File: src/common/seg_pkg.sv
// shared constants and types for the seven-segment digit driver
package seg_pkg;
   // widths
   localparam int CODE_W      = 4;
   localparam int SEG_W       = 7;
   localparam int CTRL_W      = 8;
   localparam int CAPT_W      = 16;
   localparam int ADDR_W      = 4;
   localparam int DATA_W      = 32;
   // register byte offsets
   localparam logic [3:0] CTRL_OFS    = 4'h0;
   localparam logic [3:0] STATUS_OFS  = 4'h4;
   localparam logic [3:0] SEGMENT_OFS = 4'h8;
   localparam logic [3:0] CAPTURE_OFS = 4'hC;
   // control register fields
   localparam int CTRL_POINT_BIT = 0;
   localparam int CTRL_FORCE_BIT = 1;
   localparam int CTRL_LAMP_BIT  = 2;
   localparam int CTRL_SRC_BIT   = 3;
   localparam int CTRL_CODE_LSB  = 4;
   localparam logic [7:0] CTRL_RESET = 8'h00;
   // status register fields
   localparam int STAT_CODE_LSB   = 0;
   localparam int STAT_GATE_BIT   = 4;
   localparam int STAT_RIPPLE_IN_BIT  = 5;
   localparam int STAT_FORCE_BIT      = 6;
   localparam int STAT_ZERO_BIT       = 7;
   localparam int STAT_RIPPLE_OUT_BIT = 8;
   localparam int STAT_POINT_BIT      = 9;
   // segment register fields
   localparam int SEGREG_POINT_BIT    = 7;
   localparam logic [15:0] CAPT_RESET = 16'h0000;
   // our own low drive on the ripple line is seen back after this many edges
   localparam int ECHO_CYCLES = 3;
   localparam logic [3:0] ZERO_CODE  = 4'h0;
   localparam logic [3:0] CODE_RESET = 4'h0;
   // lit masks and the cathode-off pattern, bit order g f e d c b a
   localparam logic [6:0] SEG_ALL_ON = 7'h7F;
   localparam logic [6:0] SEG_N_OFF  = 7'h7F;
   localparam logic [15:0][6:0] SEG_TABLE = {
      7'h00, 7'h38, 7'h73, 7'h76, 7'h79, 7'h40, 7'h67, 7'h7F,
      7'h07, 7'h7D, 7'h6D, 7'h66, 7'h4F, 7'h5B, 7'h06, 7'h3F
   };
   typedef enum logic [1:0] {
      BUS_IDLE = 2'b00,
      BUS_ACK  = 2'b01
   } bus_state_t;
endpackage

File: src/rtl/segment_decoder.sv
// code to active-low segment decoder with registered cathode outputs
`timescale 1ns/10ps
module segment_decoder (
   // clock and reset
   input  wire logic       clock,
   input  wire logic       rst_b,
   // code and blanking controls
   input  wire logic [3:0] code,
   input  wire logic       blank,
   input  wire logic       lamp_test,
   // cathode drive
   output logic [6:0]      segment_n
);
   logic [6:0] lit;
   logic [6:0] segment_n_reg;

   always_comb begin
      lit = seg_pkg::SEG_TABLE[code];
   end

   // one flop per cathode; blanking beats lamp test
   genvar i;
   for (i = 0; i < seg_pkg::SEG_W; i++) begin : g_seg
      always_ff @(posedge clock) begin
         if (!rst_b) begin
            segment_n_reg[i] <= seg_pkg::SEG_N_OFF[i];
         end else if (blank) begin
            segment_n_reg[i] <= 1'b1;
         end else if (lamp_test) begin
            segment_n_reg[i] <= ~seg_pkg::SEG_ALL_ON[i];
         end else begin
            segment_n_reg[i] <= ~lit[i];
         end
      end
   end

   assign segment_n = segment_n_reg;
endmodule // segment_decoder

File: src/rtl/bcd_seven_segment_driver.sv
// latched four-bit code to seven-segment driver with ripple blanking
// Operation
// - a four-bit digit code drives the matching seven segment outputs
// - gate low: code latches are transparent, segments follow the input code
// - gate rising captures the code; outputs hold until gate returns low
// - codes zero to nine show the decimal numerals
// - ripple-blank input is only ever an input, never driven
// - ripple-blank output line is driven out, and doubles as force-blank input
// - force-blank line held low turns off every segment, overriding everything
// - ripple-blank input blanks only a zero code, and pulls ripple-blank output low
// - display is eight common-anode leds: segments a to g and decimal point
// - a segment lights only while its cathode is driven low
//
// Local design decisions: the register addresses and register access over Avalon-MM.
`timescale 1ns/10ps
module bcd_seven_segment_driver #(
   parameter int CODE_WIDTH = 4
) (
   // clock and reset
   input  wire logic        clock,
   input  wire logic        rst_b,
   // avalon-mm slave
   input  wire logic [3:0]  address,
   input  wire logic        read,
   input  wire logic        write,
   input  wire logic [3:0]  byteenable,
   input  wire logic [31:0] writedata,
   output logic [31:0]      readdata,
   output logic             waitrequest,
   // digit code pins
   input  wire logic [CODE_WIDTH-1:0] digit_code,
   input  wire logic        latch_gate,
   input  wire logic        ripple_blank_in,
   // ripple-blank output / force-blank line
   input  wire logic        ripple_blank_out_level,
   output logic             ripple_blank_out_drive,
   output logic             ripple_blank_out_oe,
   // display cathodes
   output logic [6:0]       segment_n,
   output logic             decimal_point_segment_n
);
   if (CODE_WIDTH != seg_pkg::CODE_W) begin : g_bad_width
      $error("CODE_WIDTH must be 4");
   end

   // pin synchronisers: {ripple line, ripple in, gate, code}
   localparam int PIN_W = CODE_WIDTH + 3;

   logic [PIN_W-1:0] pin_meta_reg;
   logic [PIN_W-1:0] pin_sync_reg;
   logic [PIN_W-1:0] pin_bundle;

   logic [3:0]  code_sync;
   logic        gate_sync;
   logic        ripple_in_sync;
   logic        ripple_line_sync;
   logic        gate_prev_reg;
   logic        gate_rise;

   logic [3:0]  held_code_reg;
   logic [3:0]  shown_code;

   logic [seg_pkg::CTRL_W-1:0] ctrl_reg;
   logic        ctrl_point;
   logic        ctrl_force;
   logic        ctrl_lamp;
   logic        ctrl_src;
   logic [3:0]  ctrl_code;

   logic [seg_pkg::CAPT_W-1:0] capture_count_reg;
   logic [seg_pkg::CAPT_W-1:0] capture_count_next;

   logic        zero_blank;
   logic        ripple_oe_reg;
   logic [seg_pkg::ECHO_CYCLES-2:0] ripple_echo_reg;
   logic        echo_mask;
   logic        force_blank_in;
   logic        blank_all;
   logic        blank_any;
   logic        point_n_reg;

   seg_pkg::bus_state_t bus_state_reg;
   seg_pkg::bus_state_t bus_state_next;
   logic        access_done;
   logic        write_commit;
   logic        read_start;
   logic        lane0_write;
   logic [31:0] readdata_reg;
   logic [31:0] readdata_next;
   logic [31:0] status_word;
   logic [6:0]  segment_n_int;

   // ---------------------------------------------------------------
   // input synchronisation
   // ---------------------------------------------------------------
   assign pin_bundle = {ripple_blank_out_level, ripple_blank_in, latch_gate, digit_code};

   always_ff @(posedge clock) begin
      if (!rst_b) begin
         pin_meta_reg <= '1;
         pin_sync_reg <= '1;
      end else begin
         pin_meta_reg <= pin_bundle;
         pin_sync_reg <= pin_meta_reg;
      end
   end

   assign code_sync     = pin_sync_reg[CODE_WIDTH-1:0];
   assign gate_sync     = pin_sync_reg[CODE_WIDTH];
   assign ripple_in_sync   = pin_sync_reg[CODE_WIDTH+1];
   assign ripple_line_sync = pin_sync_reg[CODE_WIDTH+2];

   // ---------------------------------------------------------------
   // code latch
   // ---------------------------------------------------------------
   // code and gate share one synchroniser stage count, so a rising gate
   // holds the code sampled alongside its last low sample
   always_ff @(posedge clock) begin
      if (!rst_b) begin
         held_code_reg <= seg_pkg::CODE_RESET;
      end else if (!gate_sync) begin
         held_code_reg <= code_sync;
      end else begin
         held_code_reg <= held_code_reg;
      end
   end

   always_ff @(posedge clock) begin
      if (!rst_b) begin
         gate_prev_reg <= 1'b1; // same as the synchroniser reset, so release brings no false rise
      end else begin
         gate_prev_reg <= gate_sync;
      end
   end

   assign gate_rise = gate_sync & ~gate_prev_reg;

   // ---------------------------------------------------------------
   // control fields
   // ---------------------------------------------------------------
   assign ctrl_point = ctrl_reg[seg_pkg::CTRL_POINT_BIT];
   assign ctrl_force = ctrl_reg[seg_pkg::CTRL_FORCE_BIT];
   assign ctrl_lamp  = ctrl_reg[seg_pkg::CTRL_LAMP_BIT];
   assign ctrl_src   = ctrl_reg[seg_pkg::CTRL_SRC_BIT];
   assign ctrl_code  = ctrl_reg[seg_pkg::CTRL_CODE_LSB +: 4];

   // software may substitute its own code for the latched one
   assign shown_code = ctrl_src ? ctrl_code : held_code_reg;

   // ---------------------------------------------------------------
   // ripple blanking and force blank
   // ---------------------------------------------------------------
   assign zero_blank = ~ripple_in_sync & (shown_code == seg_pkg::ZERO_CODE);

   // open-drain style: pull low only for zero blanking, otherwise release
   // and let the line's pull-up hold it high
   always_ff @(posedge clock) begin
      if (!rst_b) begin
         ripple_oe_reg <= 1'b0;
      end else begin
         ripple_oe_reg <= zero_blank;
      end
   end

   assign ripple_blank_out_drive = 1'b0;
   assign ripple_blank_out_oe    = ripple_oe_reg;

   // our own low drive echoes back through the synchroniser; without this
   // mask a blanked zero would show as a force blank, lasting two cycles after release
   always_ff @(posedge clock) begin
      if (!rst_b) begin
         ripple_echo_reg <= '0;
      end else begin
         ripple_echo_reg <= {ripple_echo_reg[seg_pkg::ECHO_CYCLES-3:0], ripple_oe_reg};
      end
   end

   assign echo_mask      = ripple_oe_reg | (|ripple_echo_reg);
   assign force_blank_in = ~ripple_line_sync & ~echo_mask;

   // force blank wins over gate, ripple input, code and lamp test
   assign blank_all = force_blank_in | ctrl_force;
   assign blank_any = blank_all | zero_blank;

   // ---------------------------------------------------------------
   // display outputs
   // ---------------------------------------------------------------
   segment_decoder u_decoder (
      .clock     (clock),
      .rst_b     (rst_b),
      .code      (shown_code),
      .blank     (blank_any),
      .lamp_test (ctrl_lamp),
      .segment_n (segment_n_int)
   );

   assign segment_n = segment_n_int;

   always_ff @(posedge clock) begin
      if (!rst_b) begin
         point_n_reg <= 1'b1;
      end else begin
         point_n_reg <= ~((ctrl_point | ctrl_lamp) & ~blank_any);
      end
   end

   assign decimal_point_segment_n = point_n_reg;

   // ---------------------------------------------------------------
   // avalon-mm slave: one wait state on every access
   // ---------------------------------------------------------------
   always_comb begin
      bus_state_next = bus_state_reg;
      case (bus_state_reg)
         seg_pkg::BUS_IDLE: begin
            if (read | write) begin
               bus_state_next = seg_pkg::BUS_ACK;
            end
         end
         seg_pkg::BUS_ACK: begin
            bus_state_next = seg_pkg::BUS_IDLE;
         end
         default: begin
            bus_state_next = seg_pkg::BUS_IDLE;
         end
      endcase
   end

   always_ff @(posedge clock) begin
      if (!rst_b) begin
         bus_state_reg <= seg_pkg::BUS_IDLE;
      end else begin
         bus_state_reg <= bus_state_next;
      end
   end

   assign access_done  = (bus_state_reg == seg_pkg::BUS_ACK);
   assign waitrequest  = (read | write) & ~access_done;
   assign write_commit = write & access_done;
   assign read_start   = read & (bus_state_reg == seg_pkg::BUS_IDLE);
   assign lane0_write  = write_commit & byteenable[0];

   // control register, lane 0 only
   always_ff @(posedge clock) begin
      if (!rst_b) begin
         ctrl_reg <= seg_pkg::CTRL_RESET;
      end else if (lane0_write && address == seg_pkg::CTRL_OFS) begin
         ctrl_reg <= writedata[seg_pkg::CTRL_W-1:0];
      end
   end

   // capture counter: a gate rise in the clearing cycle still counts
   always_comb begin
      capture_count_next = capture_count_reg;
      if (write_commit && (|byteenable) && address == seg_pkg::CAPTURE_OFS) begin
         capture_count_next = seg_pkg::CAPT_RESET;
      end
      if (gate_rise) begin
         capture_count_next = capture_count_next + 16'h0001;
      end
   end

   always_ff @(posedge clock) begin
      if (!rst_b) begin
         capture_count_reg <= seg_pkg::CAPT_RESET;
      end else begin
         capture_count_reg <= capture_count_next;
      end
   end

   // status word
   always_comb begin
      status_word = 32'h0000_0000;
      status_word[seg_pkg::STAT_CODE_LSB +: 4] = shown_code;
      status_word[seg_pkg::STAT_GATE_BIT]      = gate_sync;
      status_word[seg_pkg::STAT_RIPPLE_IN_BIT]  = ripple_in_sync;
      status_word[seg_pkg::STAT_FORCE_BIT]      = force_blank_in;
      status_word[seg_pkg::STAT_ZERO_BIT]       = zero_blank;
      status_word[seg_pkg::STAT_RIPPLE_OUT_BIT] = ripple_oe_reg;
      status_word[seg_pkg::STAT_POINT_BIT]      = ~point_n_reg;
   end

   // read mux; unmapped offsets read as zero
   always_comb begin
      readdata_next = 32'h0000_0000;
      case (address)
         seg_pkg::CTRL_OFS: begin
            readdata_next[seg_pkg::CTRL_W-1:0] = ctrl_reg;
         end
         seg_pkg::STATUS_OFS: begin
            readdata_next = status_word;
         end
         seg_pkg::SEGMENT_OFS: begin
            readdata_next[6:0] = segment_n_int;
            readdata_next[seg_pkg::SEGREG_POINT_BIT] = point_n_reg;
         end
         seg_pkg::CAPTURE_OFS: begin
            readdata_next[seg_pkg::CAPT_W-1:0] = capture_count_reg;
         end
         default: begin
            readdata_next = 32'h0000_0000;
         end
      endcase
   end

   always_ff @(posedge clock) begin
      if (!rst_b) begin
         readdata_reg <= 32'h0000_0000;
      end else if (read_start) begin
         readdata_reg <= readdata_next;
      end
   end

   assign readdata = readdata_reg;
endmodule // bcd_seven_segment_driver

File: config.mk
export PLATFORM = sky130hd
export DESIGN_NAME = bcd_seven_segment_driver
export DESIGN_NICKNAME = d
export VERILOG_FILES = /design/src/common/seg_pkg.sv /design/src/rtl/segment_decoder.sv /design/src/rtl/bcd_seven_segment_driver.sv
export SDC_FILE = /design/constraint.sdc
export NUM_CORES = 1
export LEC_CHECK = 0
export BUFFER_PORTS_ARGS = -buffer_cell sky130_fd_sc_hd__buf_2
export CAP_MARGIN = 25
export CORE_MARGIN = 5
export CORE_UTILIZATION = 53
export CTS_BUF_LIST = sky130_fd_sc_hd__clkbuf_8
export DETAILED_ROUTE_END_ITERATION = 10
export PLACE_DENSITY = 0.92
export SLEW_MARGIN = 20
export SYNTH_ARGS = -nofsm -noshare
export SYNTH_HDL_FRONTEND = slang
export SYNTH_SLANG_ARGS = --single-unit
export TNS_END_PERCENT = 50
File: constraint.sdc
create_clock -name clock -period 2.5 [get_ports clock]
set_input_delay 0.125 -clock clock [delete_from_list [all_inputs] [get_ports clock]]
set_output_delay 0.125 -clock clock [all_outputs]
set_load 0.01 [all_outputs]
==> flow_summary.yaml, run 1 <==
status:
  outcome: "finished clean"
synthesis:
  synthCells: 343
  ys.flop_type: "dfxtp_1"
  yosys_warnings: 0
  ys_seq_area_frac: 0.445
  synth_area_mm2: 0.00319
  avgSynthCellArea_um2: 9.31
  synth-edff-count: 0
  synth.ff_latch_count: 71
  synth_cell_types: 48
  async_flop_share: 0
routing:
  drt_iter0_markers: 265
  drtAntennaViolNets: 0
  routed-via-count: 2674
  drtPass1Iterations: 5
  wl_um: 7360
  drc_errors: 0
  wl_per_cell_um: 15.2
  vias_per_cell: 5.51
floorplan:
  dieArea_mm2: 0.00767
  placementRows: 28
  boundaryPins: 94
  chipHeight_um: 87.6
  start_util: 0.542
  coreArea_mm2: 0.00589
  die_x_um: 87.6
sta:
  period_minus_slack_ps: 2100
  clock-skew-final_ps: 4.99
  setup-violations-final: 0
  hold-worst-slack_ps: 13.3
  fin_setup_tns_ps: 0
  fin_crit_sh: 0.841
  grt_setup_unrepaired: "no"
  finalHoldViolations: 0
  drv_slew: 0
  slew_headroom: 0.535
  fmax_mhz: 475
  setup_ws_ps: 396
  worst_slew_pin_slew_ps: 679
setup_path:
  worst-setup-path-type: "flip-flop to flip-flop"
  ff2ff_setup_slack_ps: 400
  crit_buf_inv: 0
  critPathArrivalTime_ps: 2330
  ff2ff_path_depth: 8
  crit_cells: 8
  crit_fanout: 6
  critPathLaunch: "bus_state_reg[0]"
  slowest_delay_ps: 490
  reg2reg_to: "capture_count_reg[6]"
  worst_path_dominant_cell_family: "simple AND/OR/NAND/NOR gates"
  required_ps: 2730
  worstReg2RegStart: "bus_state_reg[0]"
  start_kind: "flip-flop"
  cpMaxStageDelayCell: "or3_2"
  worstSetupEndpointType: "flip-flop"
  crit_chain: "nand2_1 -> or3_2 -> and2_1 -> ha_1 -> and4b_1 -> nand4_1 -> xor2_1 -> nor2_1"
power_and_ir_drop:
  p_per_area_mw_per_mm2: 624
  p_leak_uw: 0.00154
  irDropWorstVdd_uv: 435
cts:
  root_buffer: "clkbuf_8"
  cts.reportedPaths.clkPinSlew_ps: 70
  clkLatencyLatePin_ps: 350
  htreeDepth: 3
  clock_path_buffers: 2
  cts.sinks: 71
  cts-buffers-inserted: 9
  cts_tree: "built"
finish:
  fill_cells: 484
  layout-drive-gt1-share: 0.215
  seq_area_mm2: 0.00142
  multiInputGateArea_mm2: 0.00161
  diodes: 0
  fin_nets: 463
  syn2layout_area_growth_pct: 17.5
place:
  routabilityCongestion: 0.866
  dp_hpwl_um: 5330
  dp_worst_setup_slack_ps: 301
  portBuffers: 52
min_path:
  hold_path_end: "ctrl_reg[6]"
  min_path_cells: 3
  hold_path_startpoint: "writedata[6]"
  hold_path_class: "input port to flip-flop"
global_route:
  antenna_found_initial: 0
  grt_pass1_vias: 2500
  grt_pass1_wl_um: 11800
  grt_max_degree: 32
  grt.overflow.total: 0
  gr-usage-all-layers: 0.201
flow_run:
  maxCapViolations: 0
cells in the mapped netlist (3+ instances only):
| master | number | area [um2] |
|---|---|---|
| a211oi_1 | 3 | 22.5 |
| a21oi_1 | 13 | 65.1 |
| a22oi_1 | 15 | 113 |
| and2_1 | 4 | 25.0 |
| buf_2 | 4 | 20.0 |
| buf_4 | 17 | 128 |
| clkbuf_1 | 10 | 37.5 |
| dfxtp_1 | 71 | 1420 |
| ha_1 | 7 | 87.6 |
| inv_1 | 6 | 22.5 |
| mux2_2 | 5 | 56.3 |
| mux2i_1 | 20 | 200 |
| nand2_1 | 19 | 71.3 |
| nand2b_1 | 16 | 100 |
| nand3_1 | 7 | 35.0 |
| nand4_1 | 3 | 18.8 |
| nor2_1 | 43 | 161 |
| nor2b_1 | 3 | 18.8 |
| nor3_1 | 7 | 35.0 |
| nor4_1 | 5 | 31.3 |
| o21ai_0 | 14 | 70.1 |
| o22ai_1 | 4 | 25.0 |
| o31ai_1 | 3 | 22.5 |
| or3_1 | 6 | 37.5 |
| xnor2_1 | 4 | 35.0 |
| xor2_1 | 6 | 52.6 |
power breakdown:
part / internal (uW) / switching, uW
clock: 492 / 448
combinational: 92.5 / 127
sequential: 1160 / 17.8
total: 1750 / 593
repair_timing:
item | in CTS | in global routing
hold endpoints to repair | 9 | 0
gates resized for setup | 0 | 0
endpoints found under the setup margin | 0 | 0
setup buffers | 0 | 0
hold buffers | 9 | 0
metal layers:
| layer | part of all wire | track usage | vias up |
|---|---|---|---|
| li1 | - | - | 1303 |
| met1 | 0.39 | 0.237 | 1239 |
| met2 | 0.49 | 0.334 | 118 |
| met3 | 0.097 | 0.0734 | 14 |
| met4 | 0.021 | 0.0753 | 0 |
| met5 | 0 | 0 | - |
cell usage in the layout (no fill, tap or decap), types with 3 or more instances in the layout:
cell type and instances:
nand3_1 7, o21ai_0 14, clkbuf_8 10, nor3_1 7, nand2_1 19, nor2_1 43, conb_1 17, a21oi_1 13
o31ai_1 3, o22ai_1 4, xnor2_1 4, nor4_1 5, nor2b_1 3, a211oi_1 3, mux2i_1 20, and2_1 4
or3_1 6, buf_2 52, nand4_1 3, a22oi_1 15, ha_1 7, inv_1 6, dfxtp_1 71, mux2_2 5
xor2_1 6, nand2b_1 16, dlygate4sd3_1 9, buf_4 6
how the worst max path moves through the flow:
stage	end
finish	capture_count_reg[6]
global route	capture_count_reg[8]
CTS	capture_count_reg[6]
detailed placement	capture_count_reg[6]
global placement	capture_count_reg[6]
floorplan	capture_count_reg[6]
cell families after synthesis:
logic type / Yosys count / share of synthesized area
AOI/OAI and AO/OA: 61 / 0.123
buffers and inverters: 38 / 0.0686
xor gates and xnor gates: 10 / 0.0274
other: 1 / 0.00117
DFF: 71 / 0.445
muxes: 27 / 0.0945
adders and majority gates: 7 / 0.0274
and+or+nand+nor: 128 / 0.212
metrics by stage:
stage	util	std cells	power, uW	cell area [um2]
after floorplan	-	359	1360	3250
after global placement	0.587	460	1410	3450
after detailed placement	0.587	460	1410	3450
after CTS	0.637	485	2360	3750
after global routing	0.637	485	2440	3750
final	0.637	485	2340	3750
layout make-up:
class / instances / share of cell area
Inverter: 6 / 0.00601
Multi-Input combinational cell: 250 / 0.430
Timing Repair Buffer: 67 / 0.105
Clock inverter: 6 / 0.0180
Sequential cell: 71 / 0.379
Clock buffer: 10 / 0.0367
Tap cell: 75 / 0.0250
worst reg2reg max path, stage by stage (launching register included):
cell and delay (ps):
dfxtp_1 410, nand2_1 110, or3_2 490, and2_1 180, ha_1 230, and4b_1 240, nand4_1 120, xor2_1 150
nor2_1 50
(Power assumes the default switching activity.)
==> inputs of run 2 (changes only) <==
==> constraint.sdc (replaced) <==
create_clock -name clock -period 2.2 [get_ports clock]
set_input_delay 0.11 -clock clock [delete_from_list [all_inputs] [get_ports clock]]
set_output_delay 0.11 -clock clock [all_outputs]
set_load 0.01 [all_outputs]
==> run 2 against run 1 <==
Die area unchanged; wire length grew 7.8%; largest cell class unchanged; register-to-register slack got worse by 300 ps; combinational power is 20% higher; clock skew is 3.1 ps higher; sequential share of layout area decreased by 0.96 points; global-route usage rose by 1.4 points; worst hold slack worse by 6.4 ps; critical path depth is the same; clock power up 26%; total power up 19%; non-clock buffer count rose by 9.
==> flow_summary.yaml, run 2 (synthesis results as in run 1) <==
place:
  dp_hpwl_um: 5600
  routabilityCongestion: 0.873
  dp_worst_setup_slack_ps: 57.7
  portBuffers: 52
  dp_cells: 465
routing:
  drtPass1Iterations: 5
  drt_iter0_markers: 203
  highest-signal-layer: "met4"
  drc_errors: 0
  wl_met2_um: 3830
  wl_um: 7930
  met1Wirelength_um: 3060
  wl_met3_um: 694
  vias_per_cell: 5.77
  routed-via-count: 2852
  wl_per_cell_um: 16.1
  drtAntennaViolNets: 0
finish:
  syn2layout_area_growth_pct: 20.7
  layout-drive-gt1-share: 0.224
  fin_cells: 494
  diodes: 0
  most-common-layout-cells: "dfxtp_1, buf_2, nor2_1, mux2i_1, nand2_1"
  fin_nets: 472
  final_util: 0.654
  final_common_cell: "dfxtp_1"
  fill_cells: 456
setup_path:
  critPathArrivalTime_ps: 2340
  ff2ff_path_depth: 8
  worstSetupEndpointType: "flip-flop"
  start_kind: "flip-flop"
  required_ps: 2430
  crit_fanout: 6
  worst-setup-path-type: "flip-flop to flip-flop"
status:
  outcome: "finished clean"
floorplan:
  dieArea_mm2: 0.00767
  boundaryPins: 94
  die_x_um: 87.6
  coreArea_mm2: 0.00589
  start_util: 0.542
  placementRows: 28
  chipHeight_um: 87.6
sta:
  fin_crit_sh: 0.958
  period_minus_slack_ps: 2110
  fmax_mhz: 475
  drv_slew: 0
  worst_slew_pin_slew_ps: 623
  clock-skew-final_ps: 8.12
  setup_ws_ps: 92.6
  slew_headroom: 0.572
  fin_setup_tns_ps: 0
  grt_setup_unrepaired: "no"
  setup-violations-final: 0
  finalHoldViolations: 0
cts:
  cts.sinks: 71
  post-cts-setup-buffers: 0
  cts_tree: "built"
  cts.reportedPaths.clkPinSlew_ps: 80
  htreeDepth: 3
  clock_path_buffers: 2
  clkLatencyLatePin_ps: 360
  root_buffer: "clkbuf_8"
  cts-buffers-inserted: 9
power_and_ir_drop:
  p_per_area_mw_per_mm2: 724
  p_leak_uw: 0.00160
  irDropWorstVdd_uv: 568
global_route:
  gr-usage-all-layers: 0.215
  grt_max_degree: 32
  grt.overflow.total: 0
  antenna_found_initial: 0
  grt_pass1_wl_um: 12800
  grt_pass1_vias: 2763
min_path:
  hold_path_class: "input port to flip-flop"
  min_path_cells: 3
flow_run:
  maxCapViolations: 0
-- run 2: changes by cell type in the layout (fill, tap and decap cells not counted), moves of 2 or more --
cell | before | now
dlygate4sd3_1 | 9 | 13
clkinvlp_4 | 2 | 0
clkinv_4 | 0 | 3
buf_4 | 6 | 11
-- run 2: layer usage --
layer,vias up,GRT usage
li1,1318,-
met1,1336,0.238
met2,160,0.362
met3,38,0.0762
met4,0,0.113
met5,-,0
-- run 2: cell type report --
type / count / area, um2 / area share
tap: 75 / 93.8 / 0.0244
inverter: 6 / 22.5 / 0.00585
clock inverter: 7 / 104 / 0.0270
multi-input combinational: 250 / 1610 / 0.418
clock buffer: 9 / 124 / 0.0322
sequential: 71 / 1420 / 0.369
timing repair buffer: 76 / 473 / 0.123
-- run 2: worst max-delay path: stages (launching register included) --
cell	delay [ps]
dfxtp_2	360
nand2_1	90
or3_2	490
and2_1	180
ha_1	240
and4b_1	230
nand4_1	110
xor2_1	210
nor2_1	70
-- run 2: path summary, 6_finish.rpt --
kind | to | slack [ps] | from
worst max register to register | capture_count_reg[6] | 90 | bus_state_reg[0]
worst min-delay path | ctrl_reg[0] | 7 | writedata[0]
worst max-delay path | capture_count_reg[6] | 90 | bus_state_reg[0]
worst min register to register | pin_sync_reg[6] | 410 | pin_meta_reg[6]
-- run 2: per-stage QoR --
stage | instance area (um2) | hold slack, ps | power (uW)
floorplan | 3250 | 211 | 1540
global placement | 3490 | 290 | 1600
detailed placement | 3490 | 298 | 1610
CTS | 3850 | 1.54 | 2800
global route | 3850 | 3.35 | 2890
finish | 3850 | 6.86 | 2790
-- run 2: timing repair --
item / CTS / global route
setup endpoints to repair: 0 / 2
resized for setup: 0 / 1
hold buffers: 13 / 0
endpoints found under the hold margin: 13 / 0
-- run 2: report_power, final --
group | internal (uW) | total (uW) | leakage [uW] | switching [uW]
Sequential | 1320 | 1340 | 0.000579 | 21.5
Clock | 651 | 1180 | 0.000114 | 530
Combinational | 114 | 264 | 0.000904 | 150
